$ cat config.mk
export PLATFORM = sky130hd
export DESIGN_NAME = porp_top
export DESIGN_NICKNAME = d
export VERILOG_FILES = /design/src/inc/porp_pkg.sv /design/src/rtl/porp_prescale.sv /design/src/rtl/porp_chan.sv /design/src/rtl/porp_top.sv
export SDC_FILE = /design/constraint.sdc
export NUM_CORES = 1
export LEC_CHECK = 0
export ABC_AREA = 1
export ABC_CLOCK_PERIOD_IN_PS = 3950
export CAP_MARGIN = 10
export CORE_ASPECT_RATIO = 1.2
export CORE_MARGIN = 2
export CORE_UTILIZATION = 60
export CTS_CLUSTER_DIAMETER = 200
export DETAILED_ROUTE_END_ITERATION = 8
export DONT_BUFFER_PORTS = 1
export PLACE_DENSITY = 0.79
export SLEW_MARGIN = 10
export SYNTH_ARGS = -nofsm -noshare
export SYNTH_HDL_FRONTEND = slang
export SYNTH_SLANG_ARGS = --single-unit
$ cat constraint.sdc
create_clock -name core_clk_in -period 3.95 [get_ports core_clk_in]
set_clock_uncertainty 0.1 [all_clocks]
set_input_delay 0.5925 -clock core_clk_in [delete_from_list [all_inputs] [get_ports core_clk_in]]
set_output_delay 0.5925 -clock core_clk_in [all_outputs]
set_load 0.05 [all_outputs]
$ cat src/inc/porp_pkg.sv
// Shared constants, types and helpers of the PWM output, reload and prescale block.
`default_nettype none
package porp_pkg;
   localparam int CNT_W = 16;
   localparam int ADDR_W = 8;
   localparam int DATA_W = 16;
   localparam int NUM_PAIRS = 3;
   localparam int SEL_W = 2;
   localparam int PERIODS_W = 4;

   localparam logic [ADDR_W-1:0] OFS_WAVE_CTL0 = 8'h00;
   localparam logic [ADDR_W-1:0] OFS_WAVE_CTL1 = 8'h04;
   localparam logic [ADDR_W-1:0] OFS_PERIOD = 8'h08;
   localparam logic [ADDR_W-1:0] OFS_DEADBAND = 8'h0c;
   localparam logic [ADDR_W-1:0] OFS_DUTY0 = 8'h10;
   localparam logic [ADDR_W-1:0] OFS_COUNT = 8'h1c;
   localparam logic [ADDR_W-1:0] OFS_STRIDE = 8'h04;

   localparam int CTL0_RUN = 0;
   localparam int CTL0_READY = 1;
   localparam int CTL0_ACTIVE = 2;
   localparam int CTL0_MOTOR_OUTPUT_ENABLE_OPTION = 3;
   localparam int CTL1_RATE_LSB = 0;
   localparam int CTL1_CLOCK_DIVIDE_SELECT_LSB = 2;
   localparam int CTL1_CENTER = 4;

   localparam int OPT_HI = 0;
   localparam int OPT_LO = 1;
   localparam int OPT_EN = 2;
   localparam int OPT_W = 3;

   localparam logic [SEL_W-1:0] SEL_DIV4 = 2'h2;
   localparam logic [SEL_W-1:0] SEL_RATE8 = 2'h3;
   localparam logic [CNT_W-1:0] CNT_ZERO = 16'h0000;
   localparam logic [CNT_W-1:0] CNT_ONE = 16'h0001;
   localparam logic [CNT_W-1:0] PERIOD_RST = 16'h00ff;

   typedef enum logic [1:0] {
      ST_HIZ = 2'b00,
      ST_OFF = 2'b01,
      ST_RUN = 2'b11,
      ST_DIS = 2'b10
   } porp_state_t;

   typedef struct packed {
      logic center;
      logic [SEL_W-1:0] clock_divide_select;
      logic [SEL_W-1:0] rate;
      logic [CNT_W-1:0] db;
      logic [NUM_PAIRS-1:0][CNT_W-1:0] duty;
      logic [CNT_W-1:0] period;
   } porp_timing_t;

   localparam porp_timing_t TIMING_RST = '{
      center: 1'b0,
      clock_divide_select: 2'h0,
      rate: 2'h0,
      db: 16'h0000,
      duty: '0,
      period: PERIOD_RST
   };

   // A two-bit select picks a factor of 1, 2, 4 or 8.
   function automatic logic [PERIODS_W-1:0] porp_pow2(input logic [SEL_W-1:0] sel);
      return 4'h1 << sel;
   endfunction

   function automatic logic [ADDR_W-1:0] porp_duty_ofs(input int idx);
      return OFS_DUTY0 + 8'(idx) * OFS_STRIDE;
   endfunction
endpackage
`default_nettype wire

$ cat src/rtl/porp_prescale.sv
// Clock prescaler that makes the PWM counting tick from the system clock.
`timescale 1ns/100ps
`default_nettype none
module porp_prescale #(
   parameter int DIV_W = 4
) (
   input wire logic core_clk_in,
   input wire logic rst_in,
   input wire logic run_in,
   input wire logic [porp_pkg::SEL_W-1:0] div_sel_in,
   output logic tick_out
);
   logic [DIV_W-1:0] cnt_q;
   logic [DIV_W-1:0] div_w;

   assign div_w = DIV_W'(porp_pkg::porp_pow2(div_sel_in));

   always_ff @(posedge core_clk_in) begin
      if (rst_in || !run_in) begin
         cnt_q <= '0;
         tick_out <= 1'b0;
      end else if (cnt_q >= DIV_W'(div_w - 1'b1)) begin
         cnt_q <= '0;
         tick_out <= 1'b1;
      end else begin
         cnt_q <= DIV_W'(cnt_q + 1'b1);
         tick_out <= 1'b0;
      end
   end
endmodule
`default_nettype wire

$ cat src/rtl/porp_chan.sv
// Compare logic of one complementary output pair with deadband.
`timescale 1ns/100ps
`default_nettype none
module porp_chan (
   input wire logic [porp_pkg::CNT_W-1:0] cnt_in,
   input wire logic [porp_pkg::CNT_W-1:0] duty_in,
   input wire logic [porp_pkg::CNT_W-1:0] db_in,
   output logic hi_act_out,
   output logic lo_act_out
);
   logic [porp_pkg::CNT_W:0] lo_edge;

   // The sum is one bit wider so a large deadband cannot wrap into an overlap.
   assign lo_edge = {1'b0, duty_in} + {1'b0, db_in};
   assign hi_act_out = cnt_in < duty_in;
   assign lo_act_out = {1'b0, cnt_in} >= lo_edge;
endmodule
`default_nettype wire

$ cat src/rtl/porp_top.sv
// PWM output state, enable, buffered reload and prescale block.
`timescale 1ns/100ps
`default_nettype none
module porp_top (
   input wire logic core_clk_in,
   input wire logic rst_in,
   input wire logic [porp_pkg::ADDR_W-1:0] addr_in,
   input wire logic [porp_pkg::DATA_W-1:0] wr_data_in,
   input wire logic wr_in,
   input wire logic rd_in,
   output logic [porp_pkg::DATA_W-1:0] rd_data_out,
   input wire logic high_side_off_level_option_in,
   input wire logic low_side_off_level_option_in,
   input wire logic motor_output_enable_option_in,
   output logic [porp_pkg::NUM_PAIRS-1:0] high_side_out,
   output logic [porp_pkg::NUM_PAIRS-1:0] high_side_oe_out,
   output logic [porp_pkg::NUM_PAIRS-1:0] low_side_out,
   output logic [porp_pkg::NUM_PAIRS-1:0] low_side_oe_out
);
   localparam int NP = porp_pkg::NUM_PAIRS;
   localparam int CW = porp_pkg::CNT_W;

   logic [porp_pkg::OPT_W-1:0] opt_meta_q;
   logic [porp_pkg::OPT_W-1:0] opt_sync_q;
   logic off_hi_q;
   logic off_lo_q;
   logic mc_en_q;
   porp_pkg::porp_state_t state_q;
   porp_pkg::porp_state_t state_d;
   logic run_en_q;
   logic ready_q;
   porp_pkg::porp_timing_t shadow_q;
   porp_pkg::porp_timing_t active_q;
   logic [CW-1:0] cnt_q;
   logic dir_down_q;
   logic [porp_pkg::PERIODS_W-1:0] periods_q;
   logic tick;
   logic period_end;
   logic reload;
   logic running;
   logic drive;
   logic wr_ctl0;
   logic [NP-1:0] hi_act;
   logic [NP-1:0] lo_act;
   logic [porp_pkg::DATA_W-1:0] rd_d;

   assign running = state_q == porp_pkg::ST_RUN;
   assign drive = state_q == porp_pkg::ST_OFF || running;
   assign wr_ctl0 = wr_in && addr_in == porp_pkg::OFS_WAVE_CTL0;

   // Option straps come from outside the clock domain, so they are synchronised first.
   always_ff @(posedge core_clk_in) begin
      opt_meta_q <= {motor_output_enable_option_in, low_side_off_level_option_in,
                     high_side_off_level_option_in};
      opt_sync_q <= opt_meta_q;
   end

   // Options are caught once, in the first cycle after reset is released.
   always_ff @(posedge core_clk_in) begin
      if (rst_in) begin
         off_hi_q <= 1'b0;
         off_lo_q <= 1'b0;
         mc_en_q <= 1'b0;
      end else if (state_q == porp_pkg::ST_HIZ) begin
         off_hi_q <= opt_sync_q[porp_pkg::OPT_HI];
         off_lo_q <= opt_sync_q[porp_pkg::OPT_LO];
         mc_en_q <= opt_sync_q[porp_pkg::OPT_EN];
      end
   end

   always_comb begin
      state_d = state_q;
      case (state_q)
         porp_pkg::ST_HIZ: begin
            state_d = opt_sync_q[porp_pkg::OPT_EN] ? porp_pkg::ST_OFF : porp_pkg::ST_DIS;
         end
         porp_pkg::ST_OFF: begin
            if (run_en_q) begin
               state_d = porp_pkg::ST_RUN;
            end
         end
         porp_pkg::ST_RUN: begin
            if (!run_en_q) begin
               state_d = porp_pkg::ST_OFF;
            end
         end
         porp_pkg::ST_DIS: begin
            state_d = porp_pkg::ST_DIS;
         end
         default: begin
            state_d = porp_pkg::ST_HIZ;
         end
      endcase
   end

   always_ff @(posedge core_clk_in) begin
      if (rst_in) begin
         state_q <= porp_pkg::ST_HIZ;
      end else begin
         state_q <= state_d;
      end
   end

   // Writes store shadow values only; nothing here touches the live timing.
   always_ff @(posedge core_clk_in) begin
      if (rst_in) begin
         shadow_q <= porp_pkg::TIMING_RST;
      end else if (wr_in) begin
         case (addr_in)
            porp_pkg::OFS_WAVE_CTL1: begin
               shadow_q.rate <= wr_data_in[porp_pkg::CTL1_RATE_LSB +: porp_pkg::SEL_W];
               shadow_q.clock_divide_select <= wr_data_in[porp_pkg::CTL1_CLOCK_DIVIDE_SELECT_LSB +: porp_pkg::SEL_W];
               shadow_q.center <= wr_data_in[porp_pkg::CTL1_CENTER];
            end
            porp_pkg::OFS_PERIOD: begin
               shadow_q.period <= wr_data_in;
            end
            porp_pkg::OFS_DEADBAND: begin
               shadow_q.db <= wr_data_in;
            end
            default: begin
               for (int i = 0; i < NP; i++) begin
                  if (addr_in == porp_pkg::porp_duty_ofs(i)) begin
                     shadow_q.duty[i] <= wr_data_in;
                  end
               end
            end
         endcase
      end
   end

   always_ff @(posedge core_clk_in) begin
      if (rst_in) begin
         run_en_q <= 1'b0;
         ready_q <= 1'b0;
      end else if (wr_ctl0) begin
         run_en_q <= wr_data_in[porp_pkg::CTL0_RUN];
         ready_q <= wr_data_in[porp_pkg::CTL0_READY];
      end else if (reload) begin
         ready_q <= 1'b0;
      end
   end

   always_ff @(posedge core_clk_in) begin
      if (rst_in) begin
         active_q <= porp_pkg::TIMING_RST;
      end else if (reload && ready_q) begin
         active_q <= shadow_q;
      end
   end

   porp_prescale #(
      .DIV_W(porp_pkg::PERIODS_W)
   ) u_prescale (
      .core_clk_in(core_clk_in),
      .rst_in(rst_in),
      .run_in(running),
      .div_sel_in(active_q.clock_divide_select),
      .tick_out(tick)
   );

   always_comb begin
      if (!active_q.center) begin
         period_end = tick && cnt_q >= active_q.period;
      end else begin
         period_end = tick && dir_down_q && cnt_q == porp_pkg::CNT_ONE;
      end
   end

   always_ff @(posedge core_clk_in) begin
      if (rst_in || !running) begin
         cnt_q <= porp_pkg::CNT_ZERO;
         dir_down_q <= 1'b0;
      end else if (tick) begin
         if (!active_q.center) begin
            cnt_q <= period_end ? porp_pkg::CNT_ZERO : CW'(cnt_q + porp_pkg::CNT_ONE);
            dir_down_q <= 1'b0;
         end else if (dir_down_q) begin
            cnt_q <= CW'(cnt_q - porp_pkg::CNT_ONE);
            dir_down_q <= cnt_q != porp_pkg::CNT_ONE;
         end else if (cnt_q >= active_q.period && cnt_q != porp_pkg::CNT_ZERO) begin
            cnt_q <= CW'(cnt_q - porp_pkg::CNT_ONE);
            dir_down_q <= 1'b1;
         end else if (cnt_q < active_q.period) begin
            cnt_q <= CW'(cnt_q + porp_pkg::CNT_ONE);
         end
      end
   end

   assign reload = period_end &&
      periods_q == 4'(porp_pkg::porp_pow2(active_q.rate) - 4'h1);

   always_ff @(posedge core_clk_in) begin
      if (rst_in || !running) begin
         periods_q <= '0;
      end else if (reload) begin
         periods_q <= '0;
      end else if (period_end) begin
         periods_q <= 4'(periods_q + 4'h1);
      end
   end

   genvar g;
   generate
      for (g = 0; g < NP; g++) begin : g_pair
         porp_chan u_chan (
            .cnt_in(cnt_q),
            .duty_in(active_q.duty[g]),
            .db_in(active_q.db),
            .hi_act_out(hi_act[g]),
            .lo_act_out(lo_act[g])
         );
      end
   endgenerate

   always_ff @(posedge core_clk_in) begin
      if (rst_in) begin
         high_side_out <= '0;
         low_side_out <= '0;
         high_side_oe_out <= '0;
         low_side_oe_out <= '0;
      end else begin
         for (int i = 0; i < NP; i++) begin
            high_side_out[i] <= drive && ((running && hi_act[i]) ? !off_hi_q : off_hi_q);
            low_side_out[i] <= drive && ((running && lo_act[i]) ? !off_lo_q : off_lo_q);
         end
         high_side_oe_out <= {NP{drive}};
         low_side_oe_out <= {NP{drive}};
      end
   end

   // Timing reads show the shadow values, so software sees what it wrote, not what is live; count and active bit read live.
   always_comb begin
      rd_d = '0;
      case (addr_in)
         porp_pkg::OFS_WAVE_CTL0: begin
            rd_d[porp_pkg::CTL0_RUN] = run_en_q;
            rd_d[porp_pkg::CTL0_READY] = ready_q;
            rd_d[porp_pkg::CTL0_ACTIVE] = running;
            rd_d[porp_pkg::CTL0_MOTOR_OUTPUT_ENABLE_OPTION] = mc_en_q;
         end
         porp_pkg::OFS_WAVE_CTL1: begin
            rd_d[porp_pkg::CTL1_RATE_LSB +: porp_pkg::SEL_W] = shadow_q.rate;
            rd_d[porp_pkg::CTL1_CLOCK_DIVIDE_SELECT_LSB +: porp_pkg::SEL_W] = shadow_q.clock_divide_select;
            rd_d[porp_pkg::CTL1_CENTER] = shadow_q.center;
         end
         porp_pkg::OFS_PERIOD: begin
            rd_d = shadow_q.period;
         end
         porp_pkg::OFS_DEADBAND: begin
            rd_d = shadow_q.db;
         end
         porp_pkg::OFS_COUNT: begin
            rd_d = cnt_q;
         end
         default: begin
            for (int i = 0; i < NP; i++) begin
               if (addr_in == porp_pkg::porp_duty_ofs(i)) begin
                  rd_d = shadow_q.duty[i];
               end
            end
         end
      endcase
   end

   always_ff @(posedge core_clk_in) begin
      if (rst_in) begin
         rd_data_out <= '0;
      end else begin
         rd_data_out <= rd_in ? rd_d : '0;
      end
   end
endmodule
`default_nettype wire

==> results of run 1 <==
-- worst max path at each step --
stage | from | end | slack, ns
6_report | active_q[64] | low_side_out[2] | 0.64
2_1_floorplan | active_q[64] | low_side_out[0] | 1.04
3_3_place_gp | active_q[64] | low_side_out[0] | 0.76
3_5_place_dp | active_q[64] | low_side_out[0] | 0.71
4_1_cts | active_q[64] | low_side_out[2] | 0.70
5_1_grt | active_q[64] | low_side_out[2] | 0.37
-- what timing repair did --
action	4_1_cts	5_1_grt
hold buffers	3	0
gates resized for setup	0	0
hold endpoints to repair	3	0
-- cell usage after synthesis (6+ instances only) --
master / count / area, µm²
o21ai_0: 132 / 660.6
ha_1: 169 / 2115
clkinv_1: 7 / 26.28
inv_1: 199 / 747.0
o211ai_1: 20 / 150.1
a21oi_1: 188 / 940.9
a221oi_1: 15 / 131.4
a41oi_1: 12 / 105.1
xor2_1: 46 / 402.9
nand3_1: 59 / 295.3
buf_2: 19 / 95.09
o22ai_1: 6 / 37.54
dfxtp_1: 232 / 4644
xnor2_1: 21 / 183.9
clkbuf_1: 35 / 131.4
nor2_1: 233 / 874.6
a21oi_2: 19 / 166.4
nor3_1: 22 / 110.1
nand4_1: 18 / 112.6
nand2_2: 19 / 118.9
nand2_1: 445 / 1670
-- kinds of logic (layout without fill, tap and decap cells) --
kind of cell	count (synthesis)	after routing	synth area share
AND/OR/NAND/NOR	819	819	0.2359
adder cells (fa/ha/maj)	172	172	0.1519
AO/OA/AOI/OAI	418	418	0.1668
buffers and inverters	278	282	0.07982
flip-flops	232	232	0.3245
XOR/XNOR	67	67	0.04100
-- layout make-up --
class,instances,share of cell area
clock buffers,36,0.04908
clock inverters,5,0.002758
well taps,315,0.02555
inverters,210,0.05127
multi-input cells,1476,0.5528
flip-flops and latches,232,0.3014
repair buffers,31,0.01720
-- critical path, stage by stage, from the launching register on --
cell      delay [ns]
dfxtp_1         0.37
ha_1            0.23
fa_1            0.41
nand3_1         0.10
nand2_1         0.09
a21oi_1         0.20
o21ai_0         0.22
nand2_1         0.11
nand2_1         0.09
nand3_1         0.08
nand2_1         0.06
xnor2_1         0.13
ha_1            0.29
nand2_1         0.08
nor2_1          0.05
a211oi_1        0.16
nand2_1         0.09
nand2_1         0.07
nand2_1         0.07
nand3_1         0.07
nand2_1         0.05
nor2_1          0.11
-- flip-flops by register name, indices dropped and copies added (netlist names), 2 cells and up --
| name | cells |
|---|---|
| low_side_out | 3 |
| opt_sync_q | 3 |
| cnt_q | 16 |
| state_q | 2 |
| opt_meta_q | 3 |
| active_q | 85 |
| shadow_q | 85 |
| periods_q | 4 |
| high_side_out | 3 |
| u_prescale.cnt_q | 4 |
| rd_data_out | 16 |
-- power breakdown --
| group | internal (W) | switching [W] | total [W] | leakage, nW |
|---|---|---|---|---|
| Combinational | 0.0000843 | 0.000181 | 0.000266 | 4.67 |
| Clock | 0.00133 | 0.000976 | 0.00230 | 0.398 |
| Sequential | 0.00238 | 0.000129 | 0.00251 | 1.87 |
-- metal layers --
| metal | track usage | up-vias | share of wire |
|---|---|---|---|
| met2 | 0.5659 | 669 | 0.46 |
| li1 | - | 6548 | - |
| met3 | 0.06306 | 141 | 0.095 |
| met4 | 0.1592 | 2 | 0.048 |
| met5 | 0 | - | 0.00044 |
| met1 | 0.4336 | 6377 | 0.40 |
-- through the flow --
step	cell area, µm²	hold slack (ns)	cells	setup slack, ns	total power, W
finish	15420	0.06253	2305	0.6376	0.005075
global route	15420	0.04486	2305	0.3683	0.005209
CTS	15420	0.03324	2305	0.6981	0.005076
detailed placement	14590	0.2217	2261	0.7056	0.002813
global placement	14590	0.2095	2261	0.7635	0.002802
floorplan	14310	0.2096	1986	1.037	0.002749
==> impl_metrics.yaml, run 1 <==
final_layout:
  n_antenna_cell: 0
  seq_area_um2: 4648
  layout_common_cells: "nand2_1 (445), nor2_1 (233), dfxtp_1 (231)"
  final_common_cell: "nand2_1"
  nNetsFinal: 2178
  drive_gt1_frac: 0.06181
  utilization: 0.6626
  area_growth_pct: 7.763
  fillers: 2024
  multi_input_area_um2: 8526
timing:
  tightest_slew_ns: 0.8701
  max_slew_margin: 0.4199
  hold_viol: 0
  setup_violations: 0
  fmax_mhz: 301.9
  slew_viol_final: 0
  layout_min_cycle_time_ns: 3.312
  finalCritPeriodShare: 0.8386
  tns_ns: 0
  rsz0062_at_grt: "false"
logic_synthesis:
  yosysWarnings: 0
  postSynthCellCount: 1986
  synth.avg_cell_area_um2: 7.207
  synth_edf_count: 0
  synth_fp_nets: 2189
  netlist_area_um2: 14310
  synth_cell_types: 48
  synthFlopType: "dfxtp_1"
  synth-seq-cells: 232
  synth_seq_area_share: 0.3245
  async_flop_share: 0
placed_design:
  portBuffers: 0
  gp_congestion: 0.9895
  post-dp-hpwl_um: 31640
critical_path:
  rr_worst_depth: 21
  path_max_fanout: 4
  r2r_start: "active_q[64]"
  path_class: "reg2reg"
  start_kind: "flip-flop"
  required_ns: 4.32
  critPathArrivalTime_ns: 3.68
  reg2reg_slack_ns: 0.64
  end_kind: "flip-flop"
  worst_r2r_endpoint: "low_side_out[2]"
floorplanning:
  start_util: 0.6148
  ios: 59
  die_h_um: 173.2
  die_w_um: 145.0
  dieArea_um2: 25110
  rows: 61
  core_area_um2: 23280
clock_network:
  cts_tree: "done"
  h-tree-depth: 1
  cts.clk_slew.worst_paths_ns: 0.07
  cts_setup_buffers: 0
  clkLatencyLatePin_ns: 0.52
  cts_sinks: 232
  cts_buffer_depth: 3
  cts_buffers: 24
  cts_root_buffer: "clkbuf_16"
drt:
  antenna_left: 0
  vias_per_cell: 5.960
  drt_iter0_drc: 1264
  drt-wirelength-per-cell_um: 18.89
  first_pass_iters: 6
  drc: 0
  wl_um: 43530
  num_vias: 13740
grt:
  antenna_found_initial: 1
  grt_usage: 0.3422
  grt_pass1_vias: 13250
  grt_max_degree: 98
  grt_overflow: 0
  grt_pass1_wl_um: 69160
power:
  p_per_area_nw_per_um2: 329.1
  p_leak_nw: 6.942
  irDropWorstVdd_uv: 419.2
worst_hold_path:
  min_from: "rst_in"
  hold-path-endpoint: "active_q[47]"
  hold_path_depth: 1
  hp-class: "in2reg"
flow_run:
  maxCapViolations: 0
status:
  status: "complete, no violations"
Power figures use the tool's default switching activity.
==> inputs of run 2 (changes only) <==
--- a/config.mk
+++ b/config.mk
@@ -5,8 +5,8 @@
 export SDC_FILE = /design/constraint.sdc
 export NUM_CORES = 1
 export LEC_CHECK = 0
-export ABC_AREA = 1
-export ABC_CLOCK_PERIOD_IN_PS = 3950
+export ABC_AREA = 0
+export ABC_CLOCK_PERIOD_IN_PS = 3360
 export CAP_MARGIN = 10
 export CORE_ASPECT_RATIO = 1.2
 export CORE_MARGIN = 2
==> constraint.sdc (replaced) <==
create_clock -name core_clk_in -period 3.36 [get_ports core_clk_in]
set_clock_uncertainty 0.1 [all_clocks]
set_input_delay 0.504 -clock core_clk_in [delete_from_list [all_inputs] [get_ports core_clk_in]]
set_output_delay 0.504 -clock core_clk_in [all_outputs]
set_load 0.05 [all_outputs]
==> run 2 against run 1 <==
Against the previous run: the run now ends with negative setup slack left; clock power grew 30%; final cell count shrank 3.4%; via count grew 2.6%; die area shrank 1.4%; sequential power grew 17%; critical path type unchanged; largest power group is now clock.
==> impl_metrics.yaml, run 2 <==
drt:
  drc: 0
  wl_um: 45000
  num_vias: 14090
  drt_iter0_drc: 1597
  antenna_left: 0
  drt-wirelength-per-cell_um: 20.21
  first_pass_iters: 6
  vias_per_cell: 6.326
logic_synthesis:
  synth_cell_types: 66
  synthDominantCellAreaShare: 0.3293
  synthFlopType: "dfxtp_1"
  yosysWarnings: 0
  synth.avg_cell_area_um2: 7.805
  synth_seq_area_share: 0.3293
  netlist_area_um2: 14100
  synth_most_common_cell: "nand2_1"
  postSynthCellCount: 1807
  yosys-top-cells-count: "nand2_1 (399), dfxtp_1 (232), a21oi_1 (220)"
  synth_edf_count: 0
  synth-seq-cells: 232
  synth.area.top_cells: "dfxtp_1 (33%), ha_1 (15%), nand2_1 (11%)"
  async_flop_share: 0
  yosys.area.top_type: "dfxtp_1"
  synth_fp_nets: 2010
final_layout:
  area_growth_pct: 16.75
  fillers: 1731
  final_common_cell: "nand2_1"
  nNetsFinal: 2098
  layout_common_cells: "nand2_1 (398), dfxtp_1 (227), a21oi_1 (211)"
  fin_cells: 2227
  reg_top3: "active_q x85, shadow_q x85"
  drive_gt1_frac: 0.1328
  n_antenna_cell: 0
  final_area_um2: 16470
critical_path:
  required_ns: 3.72
  end_kind: "flip-flop"
  critPathArrivalTime_ns: 4.23
  path_cells: "ha_4 -> fa_2 -> a21oi_2 -> o211ai_1 -> o41ai_2 -> buf_4 -> o21ai_2 -> o21ai_2 -> a21boi_2 -> nor2_1 -> xor2_1 -> ha_1 -> nand4_1 -> nor4_1 -> nand4_1 -> nand3_1 -> o221ai_2 -> o41ai_2 -> mux2i_1"
  worst-path-buf-inv: 1
  slowest_stage: "dfxtp_2"
  path_max_fanout: 2
  start_kind: "flip-flop"
  cp_num_cells: 19
  rr_worst_depth: 19
  cpPeakStageDelay_ns: 0.34
  crit_family: "compound AO/OA/AOI/OAI gates"
  path_class: "reg2reg"
clock_network:
  cts_root_buffer: "clkbuf_16"
  cts.clk_slew.worst_paths_ns: 0.07
  cts_sinks: 232
  clkLatencyLatePin_ns: 0.53
  h-tree-depth: 1
  cts_buffers: 24
  cts_tree: "done"
  cts_buffer_depth: 3
power:
  p_per_area_nw_per_um2: 378.6
  p_leak_nw: 6.522
  irDropWorstVdd_uv: 476.7
  power_w: 0.006233
timing:
  slew_viol_final: 0
  fin_hold_ws_ns: 0.002662
  max_slew_margin: 0.2742
  layout_min_cycle_time_ns: 3.877
  rsz0062_at_grt: "true"
  tightest_slew_ns: 1.085
  tns_ns: -1.161
  setup_violations: 3
  fmax_mhz: 257.9
  postLayoutSetupSlackWorst_ns: -0.5170
  hold_viol: 0
  finalCritPeriodShare: 1.154
status:
  violations: "negative setup slack"
  status: "finished with violations"
floorplanning:
  die_w_um: 144.0
  core_area_um2: 23130
  dieArea_um2: 24750
  rows: 61
  ios: 59
  start_util: 0.6099
  die_h_um: 172.0
placed_design:
  dpl.cell_count: 2151
  post-dp-hpwl_um: 31480
  place_area_um2: 15130
  gp_congestion: 0.9490
  portBuffers: 0
grt:
  antenna_found_initial: 0
  grt_max_degree: 150
  grt_usage: 0.3552
  grt_overflow: 0
  grt_pass1_vias: 13040
  grt_pass1_wl_um: 69310
worst_hold_path:
  hp-class: "in2reg"
  hold_path_depth: 2
flow_run:
  maxCapViolations: 0
[run 2: repair_timing]
action	CTS	global route
hold endpoints to repair	152	1
hold buffers	7	1
resized for setup	27	12
pin swaps	37	12
cloned	0	1
buffers inserted	19	5
setup endpoints to repair	3	18
[run 2: cell type report]
| cell class | instances | area [µm²] | share of cell area |
|---|---|---|---|
| Timing Repair Buffer | 155 | 1244 | 0.07553 |
| Clock buffer | 30 | 674.4 | 0.04096 |
| Multi-Input combinational cell | 1396 | 8962 | 0.5443 |
| Clock inverter | 13 | 215.2 | 0.01307 |
| Sequential cell | 232 | 4653 | 0.2826 |
| Inverter | 86 | 322.8 | 0.01960 |
| Tap cell | 315 | 394.1 | 0.02394 |
[run 2: worst register-to-register path, stage by stage (launching register included)]
cell	delay (ns)
dfxtp_2	0.34
ha_4	0.16
fa_2	0.34
a21oi_2	0.16
o211ai_1	0.15
o41ai_2	0.22
buf_4	0.17
o21ai_2	0.05
o21ai_2	0.15
a21boi_2	0.08
nor2_1	0.13
xor2_1	0.09
ha_1	0.29
nand4_1	0.11
nor4_1	0.32
nand4_1	0.13
nand3_1	0.12
o221ai_2	0.14
o41ai_2	0.34
mux2i_1	0.21
[run 2: final timing paths]
check | startpoint | endpoint | slack (ns)
min reg2reg | opt_meta_q[1] | opt_sync_q[1] | 0.23
max | active_q[48] | low_side_out[2] | -0.52
min | wr_data_in[1] | shadow_q[1] | 0.003
max reg2reg | active_q[48] | low_side_out[2] | -0.52
[run 2: logic make-up (layout without fill, tap and decap cells)]
family	Yosys count	after routing	share of synthesized area
AO/OA/AOI/OAI	445	445	0.1938
XOR/XNOR	43	43	0.02670
buffers and inverters	179	284	0.05057
AND/OR/NAND/NOR	724	724	0.2368
multiplexers	12	12	0.008606
adder cells (fa/ha/maj)	172	172	0.1542
flip-flops	232	232	0.3293
[run 2: power by group]
group	internal, W	total, W	switching [W]
Combinational	0.000108	0.000314	0.000206
Clock	0.00182	0.00299	0.00118
Sequential	0.00279	0.00293	0.000138
[run 2: through the flow]
stage,utilization,worst slack [ns]
after CTS,0.7067,-0.4843
after global placement,0.6542,-0.6136
final,0.7120,-0.5170
after floorplan,-,-0.3595
after global routing,0.7120,-0.7011
after detailed placement,0.6542,-0.7412
[run 2: per-layer routing]
| metal | up-vias | GRT usage | share of wire |
|---|---|---|---|
| met5 | - | 0 | 0 |
| met4 | 0 | 0.1530 | 0.049 |
| met3 | 163 | 0.06176 | 0.099 |
| met2 | 790 | 0.5716 | 0.45 |
| met1 | 6572 | 0.4694 | 0.40 |
| li1 | 6563 | - | - |
==> inputs of run 3 (changes only) <==
--- a/config.mk
+++ b/config.mk
@@ -15,7 +15,8 @@
 export DETAILED_ROUTE_END_ITERATION = 8
 export DONT_BUFFER_PORTS = 1
 export PLACE_DENSITY = 0.79
-export SLEW_MARGIN = 10
+export SLEW_MARGIN = 20
 export SYNTH_ARGS = -nofsm -noshare
 export SYNTH_HDL_FRONTEND = slang
+export SYNTH_HIERARCHICAL = 1
 export SYNTH_SLANG_ARGS = --single-unit
==> run 3 against run 2 <==
Against the previous run: the flow still finishes with violations (negative setup slack); sequential power shrank 3%; clock-buffer cell count increased by 2; critical path depth shrank 3; critical path type unchanged; highest routed layer unchanged.
==> impl_metrics.yaml, run 3 <==
timing:
  fmax_mhz: 289.4
  postLayoutSetupSlackWorst_ns: -0.09552
  slew_viol_final: 0
  max_slew_margin: 0.4416
  tightest_slew_ns: 0.8359
  finalCritPeriodShare: 1.028
  setup_violations: 2
  rsz0062_at_grt: "true"
  layout_min_cycle_time_ns: 3.456
  hold_viol: 0
final_layout:
  drive_gt1_frac: 0.1077
  fillers: 1791
  reg_top3: "active_q x85, shadow_q x85"
  fin_cells: 2070
  nNetsFinal: 1943
  area_growth_pct: 13.45
  final_common_cell: "nand2_1"
  n_antenna_cell: 0
  utilization: 0.6940
  layout_common_cells: "nand2_1 (229), dfxtp_1 (219), ha_1 (167)"
placed_design:
  portBuffers: 0
  dpl.cell_count: 2006
  post-dp-hpwl_um: 31170
  gp_congestion: 0.9595
status:
  status: "finished with violations"
  violations: "negative setup slack"
logic_synthesis:
  synthFlopType: "dfxtp_1"
  synth-seq-cells: 232
  yosys-top-cells-count: "dfxtp_1 (232), nand2_1 (230), ha_1 (171)"
  synthDominantCellAreaShare: 0.3262
  yosysWarnings: 6
  synth_cell_types: 79
  netlist_area_um2: 14240
  postSynthCellCount: 1701
  synth_seq_area_share: 0.3262
  async_flop_share: 0
  yosys.area.top_type: "dfxtp_1"
  synth_fp_nets: 1906
  synth_most_common_cell: "dfxtp_1"
  synth.avg_cell_area_um2: 8.371
  synth.area.top_cells: "dfxtp_1 (33%), ha_1 (15%), mux2i_1 (6.7%)"
  synth_edf_count: 0
grt:
  grt_overflow: 0
  grt_pass1_vias: 12520
  antenna_found_initial: 0
  grt_pass1_wl_um: 68070
  grt_usage: 0.3453
  grt_max_degree: 94
critical_path:
  path_class: "reg2reg"
  rr_worst_depth: 16
  required_ns: 3.63
  cpMostUsedCell: "xor2_1"
  path_cells: "ha_4 -> fa_2 -> a21o_1 -> nand3_2 -> a31o_4 -> o311ai_4 -> o211ai_1 -> xor2_1 -> ha_1 -> a211o_1 -> a211oi_2 -> nand3_1 -> o211a_1 -> nand2_2 -> xor2_1 -> nor2_1"
  crit_path_start: "active_q[64]"
  worst_r2r_endpoint: "low_side_out[0]"
  reg2reg_slack_ns: -0.1
  crit_end: "low_side_out[0]"
  r2r_start: "active_q[64]"
  crit_family: "compound AO/OA/AOI/OAI gates"
  path_max_fanout: 4
  start_kind: "flip-flop"
  cpPeakStageDelay_ns: 0.38
  worst-path-buf-inv: 0
  end_kind: "flip-flop"
  slowest_stage: "dfxtp_4"
  critPathArrivalTime_ns: 3.73
  cp_num_cells: 16
power:
  irDropWorstVdd_uv: 490.4
  p_leak_nw: 7.155
  p_per_area_nw_per_um2: 377.6
drt:
  drt-wirelength-per-cell_um: 21.13
  num_vias: 13030
  vias_per_cell: 6.297
  wl_um: 43740
  drc: 0
  drt_iter0_drc: 1334
  first_pass_iters: 5
  antenna_left: 0
floorplanning:
  ios: 59
  die_w_um: 144.6
  start_util: 0.6117
  core_area_um2: 23280
  dieArea_um2: 24980
  die_h_um: 172.8
  rows: 61
clock_network:
  cts_root_buffer: "clkbuf_16"
  cts_tree: "done"
  h-tree-depth: 1
  cts.clk_slew.worst_paths_ns: 0.07
  cts_sinks: 232
  cts_buffer_depth: 3
  clkLatencyLatePin_ns: 0.53
  cts_buffers: 25
worst_hold_path:
  hp-class: "in2reg"
  min_from: "wr_data_in[0]"
flow_run:
  maxCapViolations: 0
==> run 3: cell types whose count changed after synthesis, moves of 8 or more <==
| cell | change |
|---|---|
| a21o_1 | +11 |
| a21oi_1 | -61 |
| a21oi_2 | +8 |
| clkbuf_1 | -17 |
| nand2b_1 | -14 |
| nor2_1 | +75 |
| nand3_1 | -19 |
| nand4_1 | -9 |
| mux2i_1 | +84 |
| a31oi_1 | -8 |
| a22oi_1 | +24 |
| nand2_1 | -169 |
==> run 3: power breakdown <==
group / leakage [nW] / total (W) / switching, W / internal, W
combinational: 4.85 / 0.000356 / 0.000238 / 0.000118
clock: 0.422 / 0.00290 / 0.00114 / 0.00176
sequential: 1.88 / 0.00284 / 0.0000549 / 0.00278
total: 7.16 / 0.00610 / 0.00143 / 0.00467
==> run 3: kinds of logic (layout without fill, tap and decap cells) <==
family / count (synthesis) / after routing / share of synthesized area
AOI/OAI and AO/OA: 423 / 423 / 0.1946
xor gates and xnor gates: 47 / 47 / 0.02891
adders and majority gates: 174 / 174 / 0.1545
buffers and inverters: 173 / 227 / 0.05193
DFF: 232 / 232 / 0.3262
muxes: 95 / 95 / 0.06678
other: 1 / 1 / 0.0002634
and+or+nand+nor: 556 / 556 / 0.1769
==> run 3: how the worst min path moves through the flow <==
stage,depth (start not counted),end
CTS,2,shadow_q[32]
floorplan,0,opt_sync_q[0]
finish,2,shadow_q[48]
global route,2,shadow_q[48]
detailed placement,0,opt_sync_q[1]
global placement,0,opt_sync_q[2]
==> run 3: per-layer routing <==
layer | vias to the layer above | GRT usage | wire (µm)
met5 | - | 0 | 0
met4 | 0 | 0.1258 | 1802
met3 | 124 | 0.05622 | 4091
met2 | 652 | 0.5535 | 19980
met1 | 6111 | 0.4681 | 17860
li1 | 6147 | - | -
==> run 3: area by class of cell <==
class | instances | area (µm²) | area share
well taps | 315 | 394.1 | 0.02440
clock buffers | 32 | 691.9 | 0.04283
flip-flops and latches | 232 | 4666 | 0.2888
inverters | 91 | 341.6 | 0.02114
repair buffers | 92 | 838.3 | 0.05189
clock inverters | 12 | 176.4 | 0.01092
multi-input cells | 1296 | 9046 | 0.5600
==> run 3: stage by stage <==
step	TNS [ns]	total power [W]	setup slack, ns	hold slack (ns)	instance area [µm²]
after floorplan	0	0.003159	0.1078	0.2096	14240
after global placement	-0.2332	0.003185	-0.1231	0.2119	14850
after detailed placement	-0.3895	0.003194	-0.1515	0.2161	14850
after CTS	0	0.006114	0.003112	0.001068	15980
after global routing	-0.6016	0.006278	-0.2760	0.001642	16150
final	-0.1206	0.006099	-0.09552	0.009392	16150
==> run 3: what timing repair did <==
action                                  CTS  global route
hold buffers                             15             0
pin swaps                                 6            20
cloned                                    0             1
endpoints found under the setup margin    3            86
resized for setup                        19            37
endpoints found under the hold margin    76             0
setup buffers                             2             2
